### src/include/fcp_regs.vh
`ifndef FCP_REGS_VH
`define FCP_REGS_VH
// ----------------------------------------
// Register addresses
// ----------------------------------------
`define FCP_ADDR_STATUS 8'hf8
`define FCP_ADDR_PROTECT 8'hf9
`define FCP_ADDR_ERASE 8'hfa
// ----------------------------------------
// Status bit positions
// ----------------------------------------
`define FCP_BIT_DEBUG 7
`define FCP_BIT_STP 6
`define FCP_BIT_WEN 5
`define FCP_BIT_READY_LOW_FLAG 4
`define FCP_BIT_REDIR 3
`define FCP_BIT_RBP 2
`define FCP_BIT_RSV1 1
`define FCP_BIT_RSV0 0
// ----------------------------------------
// Configuration page layout
// ----------------------------------------
`define FCP_CFG_UNPROTECTED_PAGE_COUNT 9'h020
`define FCP_CFG_RBP 9'h023
`define FCP_CFG_DEBUG 9'h024
`define FCP_CFG_BYTES 10'h200
`define FCP_UNSET 8'hff
// ----------------------------------------
// Geometry and reset values
// ----------------------------------------
`define FCP_CODE_PAGES 8'h20
`define FCP_ERASE_LIMIT 8'h24
`define FCP_PAGE_BYTES 10'h200
`define FCP_PARITY_BYTES 5'h10
`define FCP_RST_ERASE 8'h00
`define FCP_RST_PROTECT 8'hff
`endif

### src/verilog/fcp_flash_config.v
`timescale 1ns/1ps
`include "fcp_regs.vh"
module fcp_flash_config (
    sys_clk,
    rst,
    boot_rd_addr,
    boot_rd_en,
    boot_rd_data,
    boot_rd_valid,
    sfr_addr,
    sfr_wr,
    sfr_wdata,
    sfr_rdata,
    spi_sr_wr,
    spi_sr_wdata,
    spi_wren,
    spi_wrdis,
    spi_rbp_cmd,
    spi_req,
    spi_req_erase,
    spi_req_write,
    spi_erase_all,
    spi_sr_rdata,
    spi_grant,
    spi_to_config,
    spi_erase_all_go,
    mcu_req,
    mcu_req_write,
    mcu_page,
    mcu_grant,
    page_erase_go,
    page_erase_num,
    debug_on,
    start_page,
    nvm_reserved
);
    input wire sys_clk;
    input wire rst;
    output reg [8:0] boot_rd_addr;
    output reg boot_rd_en;
    input wire [7:0] boot_rd_data;
    input wire boot_rd_valid;
    input wire [7:0] sfr_addr;
    input wire sfr_wr;
    input wire [7:0] sfr_wdata;
    output reg [7:0] sfr_rdata;
    input wire spi_sr_wr;
    input wire [7:0] spi_sr_wdata;
    input wire spi_wren;
    input wire spi_wrdis;
    input wire spi_rbp_cmd;
    input wire spi_req;
    input wire spi_req_erase;
    input wire spi_req_write;
    input wire spi_erase_all;
    output wire [7:0] spi_sr_rdata;
    output wire spi_grant;
    output wire spi_to_config;
    output reg spi_erase_all_go;
    input wire mcu_req;
    input wire mcu_req_write;
    input wire [5:0] mcu_page;
    output wire mcu_grant;
    output reg page_erase_go;
    output reg [7:0] page_erase_num;
    output wire debug_on;
    output wire [4:0] start_page;
    output wire nvm_reserved;

    // ----------------------------------------
    // Boot sequencer
    // ----------------------------------------
    localparam ST_UNPROTECTED_PAGE_COUNT = 3'd0;
    localparam ST_RBP = 3'd1;
    localparam ST_DBG = 3'd2;
    localparam ST_PAR = 3'd3;
    localparam ST_DONE = 3'd4;

    reg [2:0] state_ff;
    reg [2:0] nxt_state;
    reg wait_ff;
    reg [4:0] par_cnt_ff;
    reg parity_ff;
    reg [7:0] unprotected_page_count_ff;
    reg debug_ff;
    reg stp_ff;
    reg wen_ff;
    reg ready_low_flag_ff;
    reg redir_ff;
    reg rbp_ff;
    reg rsv0_ff;
    reg [7:0] erase_reg_ff;

    wire [7:0] status_val;
    wire split;
    wire code_page;
    wire page_protected;

    always @* begin
        nxt_state = state_ff;
        case (state_ff)
            ST_UNPROTECTED_PAGE_COUNT: if (boot_rd_valid) nxt_state = ST_RBP;
            ST_RBP: if (boot_rd_valid) nxt_state = ST_DBG;
            ST_DBG: if (boot_rd_valid) nxt_state = ST_PAR;
            ST_PAR: if (boot_rd_valid && par_cnt_ff == `FCP_PARITY_BYTES - 5'd1) nxt_state = ST_DONE;
            default: nxt_state = ST_DONE;
        endcase
    end

    always @(posedge sys_clk) begin
        if (rst) begin
            state_ff <= ST_UNPROTECTED_PAGE_COUNT;
            wait_ff <= 1'b0;
            par_cnt_ff <= 5'd0;
            parity_ff <= 1'b0;
            boot_rd_en <= 1'b0;
            boot_rd_addr <= 9'h000;
        end else begin
            state_ff <= nxt_state;
            boot_rd_en <= 1'b0;
            if (state_ff != ST_DONE && !wait_ff) begin
                boot_rd_en <= 1'b1;
                wait_ff <= 1'b1;
                case (state_ff)
                    ST_UNPROTECTED_PAGE_COUNT: boot_rd_addr <= `FCP_CFG_UNPROTECTED_PAGE_COUNT;
                    ST_RBP: boot_rd_addr <= `FCP_CFG_RBP;
                    ST_DBG: boot_rd_addr <= `FCP_CFG_DEBUG;
                    default: boot_rd_addr <= 9'h1f0 + {4'h0, par_cnt_ff};
                endcase
            end else if (boot_rd_valid) begin
                wait_ff <= 1'b0;
            end
            if (state_ff == ST_PAR && boot_rd_valid) begin
                parity_ff <= parity_ff ^ (^boot_rd_data);
                par_cnt_ff <= par_cnt_ff + 5'd1;
            end
        end
    end

    // ----------------------------------------
    // Status and configuration registers
    // ----------------------------------------
    always @(posedge sys_clk) begin
        if (rst) begin
            unprotected_page_count_ff <= `FCP_RST_PROTECT;
            debug_ff <= 1'b0;
            stp_ff <= 1'b0;
            wen_ff <= 1'b0;
            ready_low_flag_ff <= 1'b1;
            redir_ff <= 1'b0;
            rbp_ff <= 1'b1;
            rsv0_ff <= 1'b0;
            erase_reg_ff <= `FCP_RST_ERASE;
            page_erase_go <= 1'b0;
            page_erase_num <= `FCP_RST_ERASE;
            spi_erase_all_go <= 1'b0;
        end else begin
            page_erase_go <= 1'b0;
            spi_erase_all_go <= 1'b0;
            if (boot_rd_valid) begin
                case (state_ff)
                    ST_UNPROTECTED_PAGE_COUNT: unprotected_page_count_ff <= boot_rd_data;
                    ST_RBP: rbp_ff <= (boot_rd_data != `FCP_UNSET);
                    ST_DBG: debug_ff <= (boot_rd_data != `FCP_UNSET);
                    default: ;
                endcase
            end
            if (state_ff == ST_PAR && nxt_state == ST_DONE) begin
                stp_ff <= parity_ff ^ (^boot_rd_data);
                ready_low_flag_ff <= 1'b0;
            end
            if (sfr_wr && sfr_addr == `FCP_ADDR_STATUS) begin
                wen_ff <= sfr_wdata[`FCP_BIT_WEN];
                redir_ff <= sfr_wdata[`FCP_BIT_REDIR];
                rsv0_ff <= sfr_wdata[`FCP_BIT_RSV0];
                if (!rbp_ff && sfr_wdata[`FCP_BIT_DEBUG]) debug_ff <= 1'b1;
            end else if (sfr_wr && sfr_addr == `FCP_ADDR_ERASE) begin
                erase_reg_ff <= sfr_wdata;
                if (sfr_wdata < `FCP_ERASE_LIMIT && mcu_grant_erase(sfr_wdata)) begin
                    page_erase_go <= 1'b1;
                    page_erase_num <= sfr_wdata;
                end
            end
            if (spi_sr_wr) begin
                wen_ff <= spi_sr_wdata[`FCP_BIT_WEN];
                redir_ff <= spi_sr_wdata[`FCP_BIT_REDIR];
            end
            if (spi_wren) wen_ff <= 1'b1;
            if (spi_wrdis) wen_ff <= 1'b0;
            if (spi_rbp_cmd && wen_ff) rbp_ff <= 1'b1;
            if (spi_req && spi_grant && (spi_req_erase || spi_req_write)) wen_ff <= 1'b0;
            if (spi_erase_all && wen_ff) begin
                spi_erase_all_go <= 1'b1;
                rbp_ff <= 1'b0;
                debug_ff <= 1'b0;
                unprotected_page_count_ff <= `FCP_UNSET;
                wen_ff <= 1'b0;
            end
        end
    end

    // ----------------------------------------
    // Protection decisions
    // ----------------------------------------
    function mcu_grant_erase;
        input [7:0] pg;
        begin
            mcu_grant_erase = !(unprotected_page_count_ff < `FCP_CODE_PAGES && pg < `FCP_CODE_PAGES && pg >= unprotected_page_count_ff);
        end
    endfunction

    assign split = (unprotected_page_count_ff < `FCP_CODE_PAGES);
    assign code_page = ({2'b00, mcu_page} < `FCP_CODE_PAGES);
    assign page_protected = split && code_page && ({2'b00, mcu_page} >= unprotected_page_count_ff);
    assign mcu_grant = mcu_req && (!mcu_req_write || !page_protected);
    assign spi_to_config = redir_ff && !spi_erase_all;
    assign spi_grant = spi_req && !ready_low_flag_ff && (spi_to_config ?
        (!rbp_ff || (!spi_req_erase && !spi_req_write)) :
        !rbp_ff) && (!(spi_req_erase || spi_req_write) || wen_ff);
    assign debug_on = debug_ff;
    assign start_page = (split && stp_ff) ? unprotected_page_count_ff[4:0] : 5'd0;
    assign nvm_reserved = split;

    // ----------------------------------------
    // Register read-back
    // ----------------------------------------
    assign status_val = {debug_ff, stp_ff, wen_ff, ready_low_flag_ff, redir_ff, rbp_ff, 1'b1, rsv0_ff};
    assign spi_sr_rdata = status_val;

    always @(posedge sys_clk) begin
        if (rst) begin
            sfr_rdata <= 8'h00;
        end else if (sfr_addr == `FCP_ADDR_STATUS) begin
            sfr_rdata <= status_val;
        end else if (sfr_addr == `FCP_ADDR_PROTECT) begin
            sfr_rdata <= {1'b1, unprotected_page_count_ff[6:0]};
        end else if (sfr_addr == `FCP_ADDR_ERASE) begin
            sfr_rdata <= erase_reg_ff;
        end else begin
            sfr_rdata <= 8'h00;
        end
    end
endmodule // fcp_flash_config

### config.mk
export PLATFORM = sky130hd
export DESIGN_NAME = fcp_flash_config
export DESIGN_NICKNAME = d
export VERILOG_FILES = /design/src/verilog/fcp_flash_config.v
export VERILOG_INCLUDE_DIRS = /design/src /design/src/include
export SDC_FILE = /design/constraint.sdc
export NUM_CORES = 1
export LEC_CHECK = 0
export BUFFER_PORTS_ARGS = -buffer_cell sky130_fd_sc_hd__buf_2
export CAP_MARGIN = 20
export CORE_MARGIN = 10
export CORE_UTILIZATION = 40
export DETAILED_ROUTE_END_ITERATION = 7
export GPL_TIMING_DRIVEN = 0
export PLACE_DENSITY = 0.7
export SKIP_LAST_GASP = 1
export SYNTH_ARGS = -nofsm -noshare
export SYNTH_HDL_FRONTEND = slang
export SYNTH_SLANG_ARGS = --single-unit
### constraint.sdc
create_clock -name sys_clk -period 2.15 [get_ports sys_clk]
set_input_delay 0.43 -clock sys_clk [delete_from_list [all_inputs] [get_ports sys_clk]]
set_output_delay 0.43 -clock sys_clk [all_outputs]
set_load 0.05 [all_outputs]
== Word-level counts from Yosys, hierarchy flattened ==
Index checks and enable logic that the tools add are counted.

* Register bits after elaboration: 61
* Input port bits: 52
* Output and inout port bits: 46
* Logic and storage cells: 120

* $add $sub $neg: 2
* Magnitude comparators: 6
* Equal/unequal tests: 10
* Muxes and demuxes: 29
* Bitwise logic cells: 3
* Reductions and logical operators: 51

{| class="wikitable"
|+ Operators with widths
! cell !! count
|-
| 9-bit case mux with 3 select lines || 1
|-
| 8-bit == test (second input constant) || 3
|-
| 8-bit by 6-bit less-than comparator with 1-bit output (second input constant) || 3
|-
| 8-bit two-way mux || 3
|-
| 1-bit logical AND || 23
|-
| 1-bit two-way mux || 19
|-
| 3-bit two-way mux || 4
|-
| 3-bit case mux with 4 select lines || 1
|-
| 1-bit logical NOT || 10
|-
| 3-bit nonzero test || 3
|-
| 6-bit by 8-bit greater-or-equal comparator with 1-bit output || 1
|-
| 8-bit greater-or-equal comparator || 1
|-
| 8-bit != test (second input constant) || 1
|-
| 8-bit XOR reduction || 1
|-
| 5-bit by 6-bit adder with 7-bit output (first input constant) || 1
|-
| 3-bit by 2-bit == test with 1-bit output (second input constant) || 2
|-
| 6-bit less-than comparator (second input constant) || 1
|-
| 2-bit AND reduction || 3
|-
| 5-bit by 1-bit adder with 5-bit output (second input constant) || 1
|-
| 5-bit by 4-bit == test with 1-bit output (second input constant) || 1
|-
| 5-bit two-way mux || 1
|-
| 1-bit logical OR || 4
|-
| 2-bit nonzero test || 2
|-
| 4-bit OR reduction || 1
|-
| 9 further kinds || 10
|}

== Depth between registers and ports, before layout ==
Gate-level depths: netlist of run 1.

* Depth in word-level cells: 9
* Mapped depth: 7
* Depth with buffers taken out: 7

== Least setup slack after synthesis of run 1 ==
OpenSTA, ideal clock, no wires.

* Kind: input -> output
* Start: input mcu_page[0]
* End: output mcu_grant
* Arrival: 2097 ps
* Required time: 1720 ps
* Path slack: -377 ps
* Stages on the path: 7
* Buffers on the path: 0
* Path through: inv_1 > ha_1 > nand2b_1 > a21o_1 > a21o_1 > a21o_1 > a21oi_1

* Word-level cells in the longest chain between the ends: 6
* Elaborated cells on any way between the ends: 7
* Classes of those cells: order compare (2); reduce/logical (5)

{| class="wikitable"
|+ RTL lines
! element !! RTL line !! RTL
|-
| start, declared || fcp_flash_config.v:62 || <nowiki>input wire [5:0] mcu_page;</nowiki>
|-
| 6-bit less-than comparator (no source line) || - ||
|-
| 1-bit logical AND || fcp_flash_config.v:214 || <nowiki>assign page_protected = split && code_page && ({2'b00, mcu_page} >= unprotected_page_count_ff);</nowiki>
|-
| 1-bit logical AND (*) || fcp_flash_config.v:214 ||
|-
| 1-bit logical NOT (*) || fcp_flash_config.v:215 || <nowiki>assign mcu_grant = mcu_req && (!mcu_req_write || !page_protected);</nowiki>
|-
| 1-bit logical OR (*) || fcp_flash_config.v:215 ||
|-
| 1-bit logical AND (*) || fcp_flash_config.v:215 ||
|-
| end, declared || fcp_flash_config.v:63 || <nowiki>output wire mcu_grant;</nowiki>
|}

Mark *: on every way between the ends. The rest lies on a longest branch, timed or not.

== Final worst setup path of run 1 ==
* Start: register unprotected_page_count_ff[1]
* End: output mcu_grant

* Word-level cells in the longest chain between the ends: 6
* Elaborated cells on any way between the ends: 7
* Classes of those cells: order compare (2); reduce/logical (5)

{| class="wikitable"
|+ RTL lines
! element !! RTL line !! RTL
|-
| start, declared || fcp_flash_config.v:84 || <nowiki>reg [7:0] unprotected_page_count_ff;</nowiki>
|-
| start signal, assigned || fcp_flash_config.v:145 || <nowiki>unprotected_page_count_ff <= `FCP_RST_PROTECT;</nowiki>
|-
| start signal, assigned || fcp_flash_config.v:162 || <nowiki>ST_UNPROTECTED_PAGE_COUNT: unprotected_page_count_ff <= boot_rd_data;</nowiki>
|-
| start signal, assigned || fcp_flash_config.v:196 || <nowiki>unprotected_page_count_ff <= `FCP_UNSET;</nowiki>
|-
| 8-bit by 6-bit less-than comparator with 1-bit output (no source line) || - ||
|-
| 1-bit logical AND || fcp_flash_config.v:214 ||
|-
| 1-bit logical AND (*) || fcp_flash_config.v:214 ||
|-
| 1-bit logical NOT (*) || fcp_flash_config.v:215 ||
|-
| 1-bit logical OR (*) || fcp_flash_config.v:215 ||
|-
| 1-bit logical AND (*) || fcp_flash_config.v:215 ||
|}

Marked as above.

==> results by group, run 1 <==
Global route
  • Vias in the first global route: 2781
  • Gr usage total: 0.146
  • Largest net degree at the start of global routing: 11
  • Total congestion overflow: 0
  • Initial antenna violation count: 0
  • First-pass GRT wire length: 13.5 mm

Route
  • WL met3: 653 um
  • WL final: 8.29 mm
  • Max layer used: met4
  • WL met1: 3.74 mm
  • Routed Antenna Nets: 0
  • Via count: 2725
  • DRT Pass-1 Iters: 4
  • Routed wire per std cell: 15.1 um
  • DR WL met2: 3.74 mm
  • DRC: 0
  • Starting DRT DRC Count: 195
  • Vias per inst: 4.96

Pwr
  • Pwr dens: 653 nW/um^2
  • Clock power frac: 0.376
  • Sw Share: 0.279
  • VDD IR max: 328 uV
  • Internal power: 1.78 mW
  • Comb pwr share: 0.166
  • Switch Pwr: 0.690 mW
  • Pleak: 1.79 nW
  • Power Total: 2.47 mW
  • Reg power frac: 0.458

Worst setup path
  • Crit path top cell by count: a21o_1
  • Setup Crit Path Kind: register to output port
  • Crit start category: register
  • Worst EP required: 1.72 ns
  • Crit path cell chain: inv_2 > ha_1 > a21o_1 > a21o_1 > a21o_1 > a21oi_2 > buf_6
  • CP max stage cell: dfxtp_2
  • Crit-path max cell delay: 0.33 ns
  • Setup crit end kind: output port
  • Crit-path max FO: 4
  • Worst EP arrival: 1.82 ns

STA
  • Worst Skew: 0.0128 ns
  • Hold Vio Cnt, Final: 0
  • Relative slew slack: 0.432
  • Unrepaired setup endpoints after global routing: true
  • WHS: 0.329 ns
  • Setup-failing EPs final: 1
  • Final WS setup: -0.0957 ns
  • Final period utilization: 1.04
  • Fmax: 445 MHz
  • Worst-margin pin slew: 0.852 ns
  • Min Clock Period, post-route: 2.25 ns
  • Max Slew Vio Count: 0

Logic synthesis
  • Synth warn: 0
  • Mapped Area: 2960 um^2
  • Top_reg_cell synth: dfxtp_1
  • Syn_nets: 417
  • Avg Cell Area, Syn: 8.58 um^2
  • Post-Synthesis Cells: 345
  • Synth cell types: 44
  • Biggest area consumer among synthesized cells: dfxtp_1
  • Synth top area cells: dfxtp_1, ha_1, mux2i_1
  • Area share of the largest cell type after synthesis: 0.392
  • #FFs+latches synth: 58
  • Synth async-reset ratio: 0
  • Seq/Total Area, Yosys: 0.392
  • Post-synth EDFFs: 0

Run
  • Max-cap check violation count: 0

Die
  • Die X: 106 um
  • Ports: 98
  • Site Rows: 31
  • Die Y: 106 um
  • Starting density of the core: 0.411
  • Die area: 11200 um^2
  • CORE AREA: 7210 um^2

Final layout
  • Antenna cells: 0
  • Share of cells above drive strength 1: 0.293
  • Fin nets: 519
  • Synth-to-Final Area Change: 27.9%

CTS
  • TritonCTS sink count: 58
  • Clock tree buffer depth: 2
  • Reg clk slew, reported paths: 0.07 ns
  • Hold Buf Count CTS: 0
  • TritonCTS clock tree: yes
  • CTS buffer count: 9
  • H-tree Lvls: 3
  • CTS root buffer: clkbuf_8
  • Clk_lat worst skew: 0.35 ns

Placement
  • Final HPWL DP: 6.44 mm
  • RePlAce Congestion: 0.847
  • Port Buf Inserts: 89

Hold path
  • Worst hold path type: primary input to register

Outcome
  • Status: finished, violations left
  • Failing checks: setup timing
[cells by family after synthesis]
logic type / after synthesis / synth area share
flops: 58 / 0.392
simple gates: 133 / 0.222
fa+ha+maj: 20 / 0.0845
mux: 19 / 0.0642
compound gates: 63 / 0.133
other cells: 1 / 0.00127
buf+inv: 42 / 0.0765
xor+xnor: 9 / 0.0266
[power groups by stage]
stage / Clock (mW) / Sequential [mW] / Combinational, mW
2_1_floorplan: 0 / 1.18 / 0.239
3_5_place_dp: 0 / 1.15 / 0.393
4_1_cts: 0.935 / 1.13 / 0.408
5_1_grt: 0.986 / 1.14 / 0.457
6_report: 0.930 / 1.13 / 0.410
3_3_place_gp: 0 / 1.15 / 0.383
[worst max-delay path: cells and delay by family, from the launching register on]
family / cells / cell delay, ns
AO/OA/AOI/OAI: 4 / 0.64
buffers and inverters: 2 / 0.23
flip-flops: 1 / 0.33
adder cells (fa/ha/maj): 1 / 0.27
[Yosys cell counts (2+ instances only)]
| library cell | instances |
|---|---|
| dfxtp_1 | 58 |
| nor2_1 | 48 |
| a21oi_1 | 32 |
| nand2_1 | 22 |
| ha_1 | 20 |
| mux2i_1 | 19 |
| nand2b_1 | 19 |
| inv_1 | 13 |
| buf_4 | 12 |
| clkbuf_1 | 12 |
| nor3_1 | 10 |
| a21o_1 | 8 |
| o211ai_1 | 8 |
| and3_1 | 7 |
| xnor2_1 | 7 |
| nand3_1 | 6 |
| nand4_1 | 5 |
| buf_6 | 3 |
| nor2b_1 | 3 |
| o21ai_0 | 3 |
| a2111oi_0 | 2 |
| a211oi_1 | 2 |
| a31oi_1 | 2 |
| nor3b_1 | 2 |
| nor4_1 | 2 |
| xor2_1 | 2 |
[cell usage in the layout (no fill, tap or decap), drive strengths merged, types with 2 or more instances in the layout]
cell type	count
a2111oi	2
a211oi	3
a21o	8
a21oi	32
a31oi	2
and3	7
buf	107
clkbuf	22
clkinv	4
dfxtp	58
ha	20
inv	13
mux2i	19
nand2	22
nand2b	19
nand3	6
nand4	5
nor2	48
nor2b	3
nor3	11
nor3b	2
nor4	2
o211ai	8
o21ai	3
xnor2	7
xor2	2
[registers in the layout (all words and copies together), names as in the netlist]
name,count
debug_on,1
wen_ff,1
ready_low_flag_ff,1
erase_reg_ff,8
state_ff,3
sfr_rdata,8
parity_ff,1
par_cnt_ff,5
boot_rd_en,1
stp_ff,1
page_erase_go,1
redir_ff,1
unprotected_page_count_ff,8
boot_rd_addr,6
wait_ff,1
spi_erase_all_go,1
page_erase_num,8
rbp_ff,1
rsv0_ff,1
[area by class of cell]
class / count / area (um^2)
Tap cell: 99 / 124
Multi-Input combinational cell: 245 / 1620
Fill cell: 686 / 3430
Clock inverter: 4 / 45.0
Buffer: 28 / 174
Timing Repair Buffer: 91 / 479
Sequential cell: 58 / 1170
Clock buffer: 10 / 128
Inverter: 14 / 52.6
[worst paths after layout]
path	startpoint	endpoint	slack, ns	depth (start not counted)
max	unprotected_page_count_ff[1]	mcu_grant	-0.1	7
min	boot_rd_data[4]	unprotected_page_count_ff[4]	0.33	3
max reg2reg	unprotected_page_count_ff[0]	page_erase_num[0]	0.20	8
min reg2reg	boot_rd_addr[3]	boot_rd_addr[3]	0.46	2
[repair_timing]
| item | CTS | global route |
|---|---|---|
| resized for setup | 9 | 2 |
| pin swaps | 3 | 2 |
| setup endpoints to repair | 7 | 10 |
| setup buffers | 1 | 1 |
[per-layer routing]
layer / track usage / vias up
met3: 0.0568 / 12
met2: 0.228 / 84
met4: 0.0571 / 0
met1: 0.177 / 1258
li1: - / 1371
met5: 0 / -
[through the flow]
stage	setup WS, ns	util	instances	area [um^2]	setup TNS, ns
after global routing	-0.186	0.525	549	3790	-0.186
final	-0.0957	0.525	549	3790	-0.0957
after floorplan	-0.118	-	345	2970	-0.118
after detailed placement	-0.260	0.490	533	3540	-2.06
after CTS	-0.100	0.521	548	3760	-0.100
after global placement	-0.201	0.490	533	3540	-1.63
Note: power is estimated with default switching activity, not from simulation.
==> run 2: changes to the inputs <==
--- a/config.mk
+++ b/config.mk
@@ -6,10 +6,12 @@
 export SDC_FILE = /design/constraint.sdc
 export NUM_CORES = 1
 export LEC_CHECK = 0
+export ABC_AREA = 1
 export BUFFER_PORTS_ARGS = -buffer_cell sky130_fd_sc_hd__buf_2
 export CAP_MARGIN = 20
 export CORE_MARGIN = 10
 export CORE_UTILIZATION = 40
+export CTS_BUF_LIST = sky130_fd_sc_hd__clkbuf_4 sky130_fd_sc_hd__clkbuf_8
 export DETAILED_ROUTE_END_ITERATION = 7
 export GPL_TIMING_DRIVEN = 0
 export PLACE_DENSITY = 0.7
==> run 2 against run 1 <==
The flow now finishes without violations. Sequential share of layout area shrank 1.8 points. Register-to-register slack gained 0.12 ns. Count of clock-buffer cells in the layout grew 1. Non-clock buffer count shrank 1. Sequential cell count is the same. Combinational power grew 11%. Clock skew shrank 0.0057 ns. Utilization grew 2.3 points. Cell area grew 6.6%. Worst hold slack gained 0.0024 ns. Final cell count grew 14%. Critical path type unchanged. Highest routed layer unchanged.
==> results by group, run 2 <==
Logic synthesis
  • Top_reg_cell synth: dfxtp_1
  • Main combinational cell family by area after synthesis: simple AND/OR/NAND/NOR gates
  • Biggest area consumer among synthesized cells: dfxtp_1
  • Most common cell in the netlist: nand2_1
  • Synth cell types: 44 (unchanged)
  • Area share of the largest cell type after synthesis: 0.376 (-0.0162)
  • Seq/Total Area, Yosys: 0.376 (-0.0162)
  • Post-synth EDFFs: 0 (unchanged)
  • Synth top area cells: dfxtp_1, nand2_1, ha_1
  • Multiplexer area fraction after synthesis: 0.00324 (-0.0610)
  • Post-Synthesis Cells: 412 (+19%)
  • Post-synthesis compound-gate area fraction: 0.151 (+0.0188)
  • Adder-cell share of the synthesized area: 0.0810 (-0.00349)
  • Avg Cell Area, Syn: 7.50 um^2 (-13%)
  • XOR/XNOR Fraction of Synth Area: 0.00851 (-0.0181)
  • Simple-Gate Fraction of Synth Area: 0.264 (+0.0414)
  • #FFs+latches synth: 58 (unchanged)
  • Syn_nets: 484 (+16%)
  • Synth async-reset ratio: 0 (unchanged)
  • Synth warn: 0 (unchanged)
  • Post-synth top cells: nand2_1, dfxtp_1, inv_1
  • Mapped Area: 3090 um^2 (+4.3%)

STA
  • Min Clock Period, post-route: 2.08 ns (-0.161 ns)
  • Relative slew slack: 0.648 (+0.216)
  • Fmax: 480 MHz (+7.7%)
  • Setup-failing EPs final: 0 (-1)
  • Final WS setup: 0.0655 ns (+0.161 ns)
  • Worst Skew: 0.00704 ns (-0.00572 ns)
  • Max Slew Vio Count: 0 (unchanged)
  • Unrepaired setup endpoints after global routing: true
  • Worst-margin pin slew: 0.528 ns (-0.325 ns)
  • Final period utilization: 0.970 (-0.0750)
  • Hold Vio Cnt, Final: 0 (unchanged)
  • WHS: 0.331 ns (+0.00236 ns)

Route
  • DRC: 0 (unchanged)
  • Routed wire per std cell: 14.3 um (-5.6%)
  • WL final: 8.93 mm (+7.7%)
  • Via count: 3086 (+13%)
  • DRT Pass-1 Iters: 5 (+1)
  • Starting DRT DRC Count: 141 (-28%)
  • Vias per inst: 4.93 (-0.68%)
  • Routed Antenna Nets: 0 (unchanged)

Placement
  • Pre-CTS setup slack: 0.126 ns (+0.386 ns)
  • Port Buf Inserts: 90 (+1.1%)
  • RePlAce Congestion: 0.847 (about the same)
  • Final HPWL DP: 7.02 mm (+9.0%)

Die
  • Die Y: 108 um (+1.7%)
  • Die X: 108 um (+1.7%)
  • Starting density of the core: 0.419 (+0.00868)
  • Site Rows: 31 (unchanged)
  • Ports: 98 (unchanged)
  • Die area: 11600 um^2 (+3.5%)
  • CORE AREA: 7370 um^2 (+2.2%)

Hold path
  • WHS Path Cells: 3 (unchanged)
  • Min-delay src: boot_rd_data[1]
  • Worst Hold End: unprotected_page_count_ff[1]
  • Worst hold path type: primary input to register

CTS
  • TritonCTS clock tree: yes
  • Hold Buf Count CTS: 0 (unchanged)
  • CTS buffer count: 9 (unchanged)
  • TritonCTS sink count: 58 (unchanged)
  • Clk_lat worst skew: 0.34 ns (about the same)
  • H-tree Lvls: 3 (unchanged)
  • CTS root buffer: clkbuf_8
  • Reg clk slew, reported paths: 0.07 ns (about the same)
  • Clock tree buffer depth: 2 (unchanged)

Worst setup path
  • Register-to-Register Path Depth: 14 (+6)
  • Flop-to-flop setup slack: 0.32 ns (+0.12 ns)
  • CP max stage cell: dfxtp_2
  • Crit-path max cell delay: 0.41 ns (+0.08 ns)
  • Cell family with most CP delay: flip-flops
  • Setup crit end kind: output port
  • Crit start category: register
  • Crit-path max FO: 4 (unchanged)
  • Worst EP arrival: 1.65 ns (-0.17 ns)
  • R2r endpoint: page_erase_num[2]
  • Origin of the critical flop-to-flop path: unprotected_page_count_ff[3]
  • Setup Crit Path Kind: register to output port
  • Worst EP required: 1.72 ns (about the same)
  • Crit path cell chain: ha_1 > inv_1 > a21oi_4 > o21ai_2 > nand2_1 > nand3_1 > nand3_1 > nand2_1 > inv_1 > buf_6
  • CP bufs+invs: 3 (+1)

Final layout
  • Fin nets: 594 (+14%)
  • Commonest non-fill, non-tap cell in the layout: buf_2
  • Share of cells above drive strength 1: 0.343 (+0.0501)
  • Antenna cells: 0 (unchanged)
  • Commonest cells after routing, fill and taps aside: buf_2, nand2_1, dfxtp_1
  • Synth-to-Final Area Change: 30.8%

Global route
  • Initial antenna violation count: 0 (unchanged)
  • Largest net degree at the start of global routing: 11 (unchanged)
  • Total congestion overflow: 0 (unchanged)
  • Vias in the first global route: 3002 (+7.9%)
  • Gr usage total: 0.151 (+0.00502)
  • First-pass GRT wire length: 14.2 mm (+5.4%)

Outcome
  • Status: finished clean

Pwr
  • Pleak: 2.03 nW (+13%)
  • VDD IR max: 278 uV (-15%)
  • Pwr dens: 645 nW/um^2 (-1.2%)
  • Power Total: 2.61 mW (+5.4%)

Run
  • Max-cap check violation count: 0 (unchanged)
-- run 2: cell types whose count changed after synthesis, moves of 11 or more --
cell      change
mux2i_1      -18
inv_1        +40
nand2b_1     -19
nor2_1       -18
nand2_1      +62
o21ai_0      +12
a31oi_1      +11
nand3_1      +23
-- run 2: where the power goes --
group | switching [mW] | internal, mW
combinational | 0.280 | 0.177
clock | 0.430 | 0.575
sequential | 0.0326 | 1.11
-- run 2: worst max path at each step --
stage,startpoint,to,cells after the start
after floorplan,unprotected_page_count_ff[6],start_page[0],5
after global placement,mcu_page[3],mcu_grant,10
after detailed placement,mcu_page[3],mcu_grant,10
after CTS,unprotected_page_count_ff[2],mcu_grant,10
after global routing,unprotected_page_count_ff[1],mcu_grant,10
final,unprotected_page_count_ff[0],mcu_grant,10
-- run 2: logic make-up after synthesis --
logic type / after synthesis
and+or+nand+nor: 172
AOI/OAI and AO/OA: 79
buffers and inverters: 78
DFF: 58
adders and majority gates: 20
xor gates and xnor gates: 3
other: 1
muxes: 1
-- run 2: cell type report --
cell class | instances | area [um^2]
Timing Repair Buffer | 99 | 531
Clock inverter | 5 | 53.8
Fill cell | 722 | 3330
Clock buffer | 11 | 145
Tap cell | 99 | 124
Sequential cell | 58 | 1170
Buffer | 19 | 129
Inverter | 59 | 231
Multi-Input combinational cell | 276 | 1660
-- run 2: per-layer routing --
metal  vias to the layer above  part of all wire  global-route usage
li1                       1573                 -                   -
met1                      1391              0.44               0.180
met2                       110              0.46               0.242
met3                        12             0.079              0.0473
met4                         0             0.018              0.0697
met5                         -                 0                   0
-- run 2: through the flow --
| step | std cells | cell area, um^2 | utilization | TNS (ns) |
|---|---|---|---|---|
| floorplan | 412 | 3090 | - | -0.0140 |
| global placement | 601 | 3670 | 0.498 | 0 |
| detailed placement | 601 | 3670 | 0.498 | 0 |
| CTS | 617 | 3880 | 0.526 | -0.0439 |
| global route | 626 | 4040 | 0.548 | -0.0521 |
| finish | 626 | 4040 | 0.548 | 0 |
-- run 2: repair_timing --
| action | CTS | global route |
|---|---|---|
| setup buffers | 0 | 9 |
| pin swaps | 0 | 3 |
| cloned | 0 | 0 |
| setup endpoints to repair | 2 | 2 |
| resized for setup | 6 | 26 |
-- run 2: worst min-delay path, stage by stage --
cell      delay (ns)
buf_2           0.09
nand2_1         0.05
o211ai_1        0.06
==> run 3: changes to the inputs <==
--- a/config.mk
+++ b/config.mk
@@ -15,6 +15,7 @@
 export DETAILED_ROUTE_END_ITERATION = 7
 export GPL_TIMING_DRIVEN = 0
 export PLACE_DENSITY = 0.7
+export REMOVE_ABC_BUFFERS = 1
 export SKIP_LAST_GASP = 1
 export SYNTH_ARGS = -nofsm -noshare
 export SYNTH_HDL_FRONTEND = slang
==> run 3 against run 2 <==
Utilization shrank 2.9 points. Sequential cell count did not move. Count of clock-buffer cells in the layout grew 1. Cell area shrank 5.3%. Combinational power fell by 13%. Sequential share of layout area increased by 1.5 points. Register-to-register slack is essentially flat. Worst setup slack gained 0.016 ns. Fmax grew 0.77%. Sequential power hardly changed. Final cell count down 4.5%. Largest power group is now clock. Highest routed layer is now met5.
==> results by group, run 3 (synthesis gave the netlist of run 2 again) <==
Final layout
  • Commonest non-fill, non-tap cell in the layout: buf_2
  • Commonest cells after routing, fill and taps aside: buf_2, nand2_1, dfxtp_1
  • Fin nets: 566 (-4.7%)
  • Filler cells: 746 (+3.3%)
  • Synth-to-Final Area Change: 23.8%
  • Share of cells above drive strength 1: 0.299 (-0.0449)
  • Antenna cells: 0 (unchanged)

STA
  • Hold Vio Cnt, Final: 0 (unchanged)
  • Fmax: 483 MHz (+0.77%)
  • Worst Skew: 0.00533 ns (-0.00170 ns)
  • Relative slew slack: 0.350 (-0.298)
  • Setup-failing EPs final: 0 (unchanged)
  • Unrepaired setup endpoints after global routing: true
  • Worst-margin pin slew: 0.974 ns (+0.447 ns)
  • Final WS setup: 0.0814 ns (+0.0159 ns)
  • Setup_tns: 0 ns (unchanged)
  • WHS: 0.334 ns (+0.00293 ns)
  • Final period utilization: 0.962 (-0.00739)
  • Max Slew Vio Count: 0 (unchanged)
  • Min Clock Period, post-route: 2.07 ns (-0.0159 ns)

CTS
  • TritonCTS clock tree: yes
  • Clock tree buffer depth: 2 (unchanged)
  • H-tree Lvls: 3 (unchanged)
  • Clk_lat worst skew: 0.34 ns (about the same)
  • Postcts setup bufs: 0 (unchanged)
  • CTS buffer count: 9 (unchanged)
  • Reg clk slew, reported paths: 0.06 ns (about the same)
  • TritonCTS sink count: 58 (unchanged)
  • CTS root buffer: clkbuf_8

Worst setup path
  • Crit start category: register
  • CP max stage cell: dfxtp_2
  • Origin of the critical flop-to-flop path: unprotected_page_count_ff[1]
  • Crit path depth: 9 (-1)
  • Setup crit end kind: output port
  • Register-to-Register Path Depth: 12 (-2)
  • Crit-path max cell delay: 0.33 ns (-0.08 ns)
  • Crit-path max FO: 4 (unchanged)
  • R2r endpoint: page_erase_num[7]
  • Critical Path Sink: mcu_grant
  • Worst EP required: 1.72 ns (about the same)
  • CP bufs+invs: 3 (unchanged)
  • Setup Crit Path Kind: register to output port
  • Flop-to-flop setup slack: 0.32 ns (about the same)
  • Worst EP arrival: 1.64 ns (about the same)
  • Crit path cell chain: inv_2 > ha_1 > and3_4 > nand2_1 > nand3_1 > nand3_1 > nand2_1 > inv_1 > buf_6
  • Cell family with most CP delay: simple AND/OR/NAND/NOR gates
  • Launch point of the worst path: unprotected_page_count_ff[5]

Die
  • Die X: 108 um (unchanged)
  • CORE AREA: 7370 um^2 (unchanged)
  • Ports: 98 (unchanged)
  • Site Rows: 31 (unchanged)
  • Die Y: 108 um (unchanged)
  • Starting density of the core: 0.419 (unchanged)
  • Die area: 11600 um^2 (unchanged)

Pwr
  • Power Total: 2.71 mW (+3.9%)
  • VDD IR max: 538 uV (+94%)
  • Pwr dens: 708 nW/um^2 (+9.7%)
  • Pleak: 1.92 nW (-5.7%)

Placement
  • Final HPWL DP: 6.69 mm (-4.7%)
  • Pre-CTS setup slack: -0.0753 ns (-0.201 ns)
  • Port Buf Inserts: 90 (unchanged)
  • RePlAce Congestion: 0.836 (-1.3%)

Route
  • Via count: 2935 (-4.9%)
  • DRC: 0 (unchanged)
  • Starting DRT DRC Count: 98 (-30%)
  • DRT Pass-1 Iters: 4 (-1)
  • Vias per inst: 4.91 (-0.44%)
  • WL final: 8.49 mm (-4.9%)
  • Routed Antenna Nets: 0 (unchanged)
  • Routed wire per std cell: 14.2 um (-0.43%)

Global route
  • First-pass GRT wire length: 13.5 mm (-5.1%)
  • Initial antenna violation count: 1 (+1)
  • Gr usage total: 0.143 (-0.00790)
  • Largest net degree at the start of global routing: 31 (+20)
  • Vias in the first global route: 2882 (-4.0%)
  • Total congestion overflow: 0 (unchanged)

Run
  • Max-cap check violation count: 0 (unchanged)

Hold path
  • Min-delay src: boot_rd_data[2]
  • Worst hold path type: primary input to register

Outcome
  • Status: finished clean
## run 3: repair_timing
| item | in CTS | in global routing |
|---|---|---|
| setup endpoints to repair | 2 | 2 |
| hold endpoints to repair | 0 | 0 |
| pin swaps | 0 | 2 |
| gates resized for setup | 8 | 13 |
| hold buffers | 0 | 0 |
## run 3: per-stage QoR
step | cell area [um^2] | std cells | utilization
floorplan | 2960 | 393 | -
global placement | 3530 | 582 | 0.480
detailed placement | 3530 | 582 | 0.480
CTS | 3780 | 598 | 0.513
global route | 3820 | 598 | 0.519
finish | 3820 | 598 | 0.519
## run 3: worst min path at each step
stage | to | cells past startpoint | slack [ns]
6_report | unprotected_page_count_ff[2] | 3 | 0.33
5_1_grt | unprotected_page_count_ff[5] | 3 | 0.33
3_5_place_dp | page_erase_num[7] | 2 | 0.44
2_1_floorplan | state_ff[0] | 1 | 0.43
4_1_cts | unprotected_page_count_ff[5] | 3 | 0.32
3_3_place_gp | page_erase_num[6] | 2 | 0.44
## run 3: report_power, final
group	total [mW]	internal [mW]	switching, mW
Sequential	1.14	1.11	0.0279
Clock	1.17	0.745	0.424
Combinational	0.398	0.137	0.261
Total	2.71	1.99	0.714
## run 3: worst min-delay path: stages
cell and delay [ns]:
buf_2 0.09, nand2_1 0.05, o211ai_1 0.07
## run 3: layout make-up
class                   count  area [um^2]  area share
multi-input cells         276         1610       0.421
flip-flops and latches     58         1170       0.305
repair buffers             90          459       0.120
inverters                  59          226      0.0592
clock buffers              12          165      0.0432
well taps                  99          124      0.0324
clock inverters             4         72.6      0.0190
## run 3: routing by layer
layer,vias up,track usage,part of all wire
met5,-,0,0.00082
met3,17,0.0581,0.072
met1,1314,0.158,0.41
met2,87,0.249,0.49
met4,2,0.0363,0.017
li1,1515,-,-
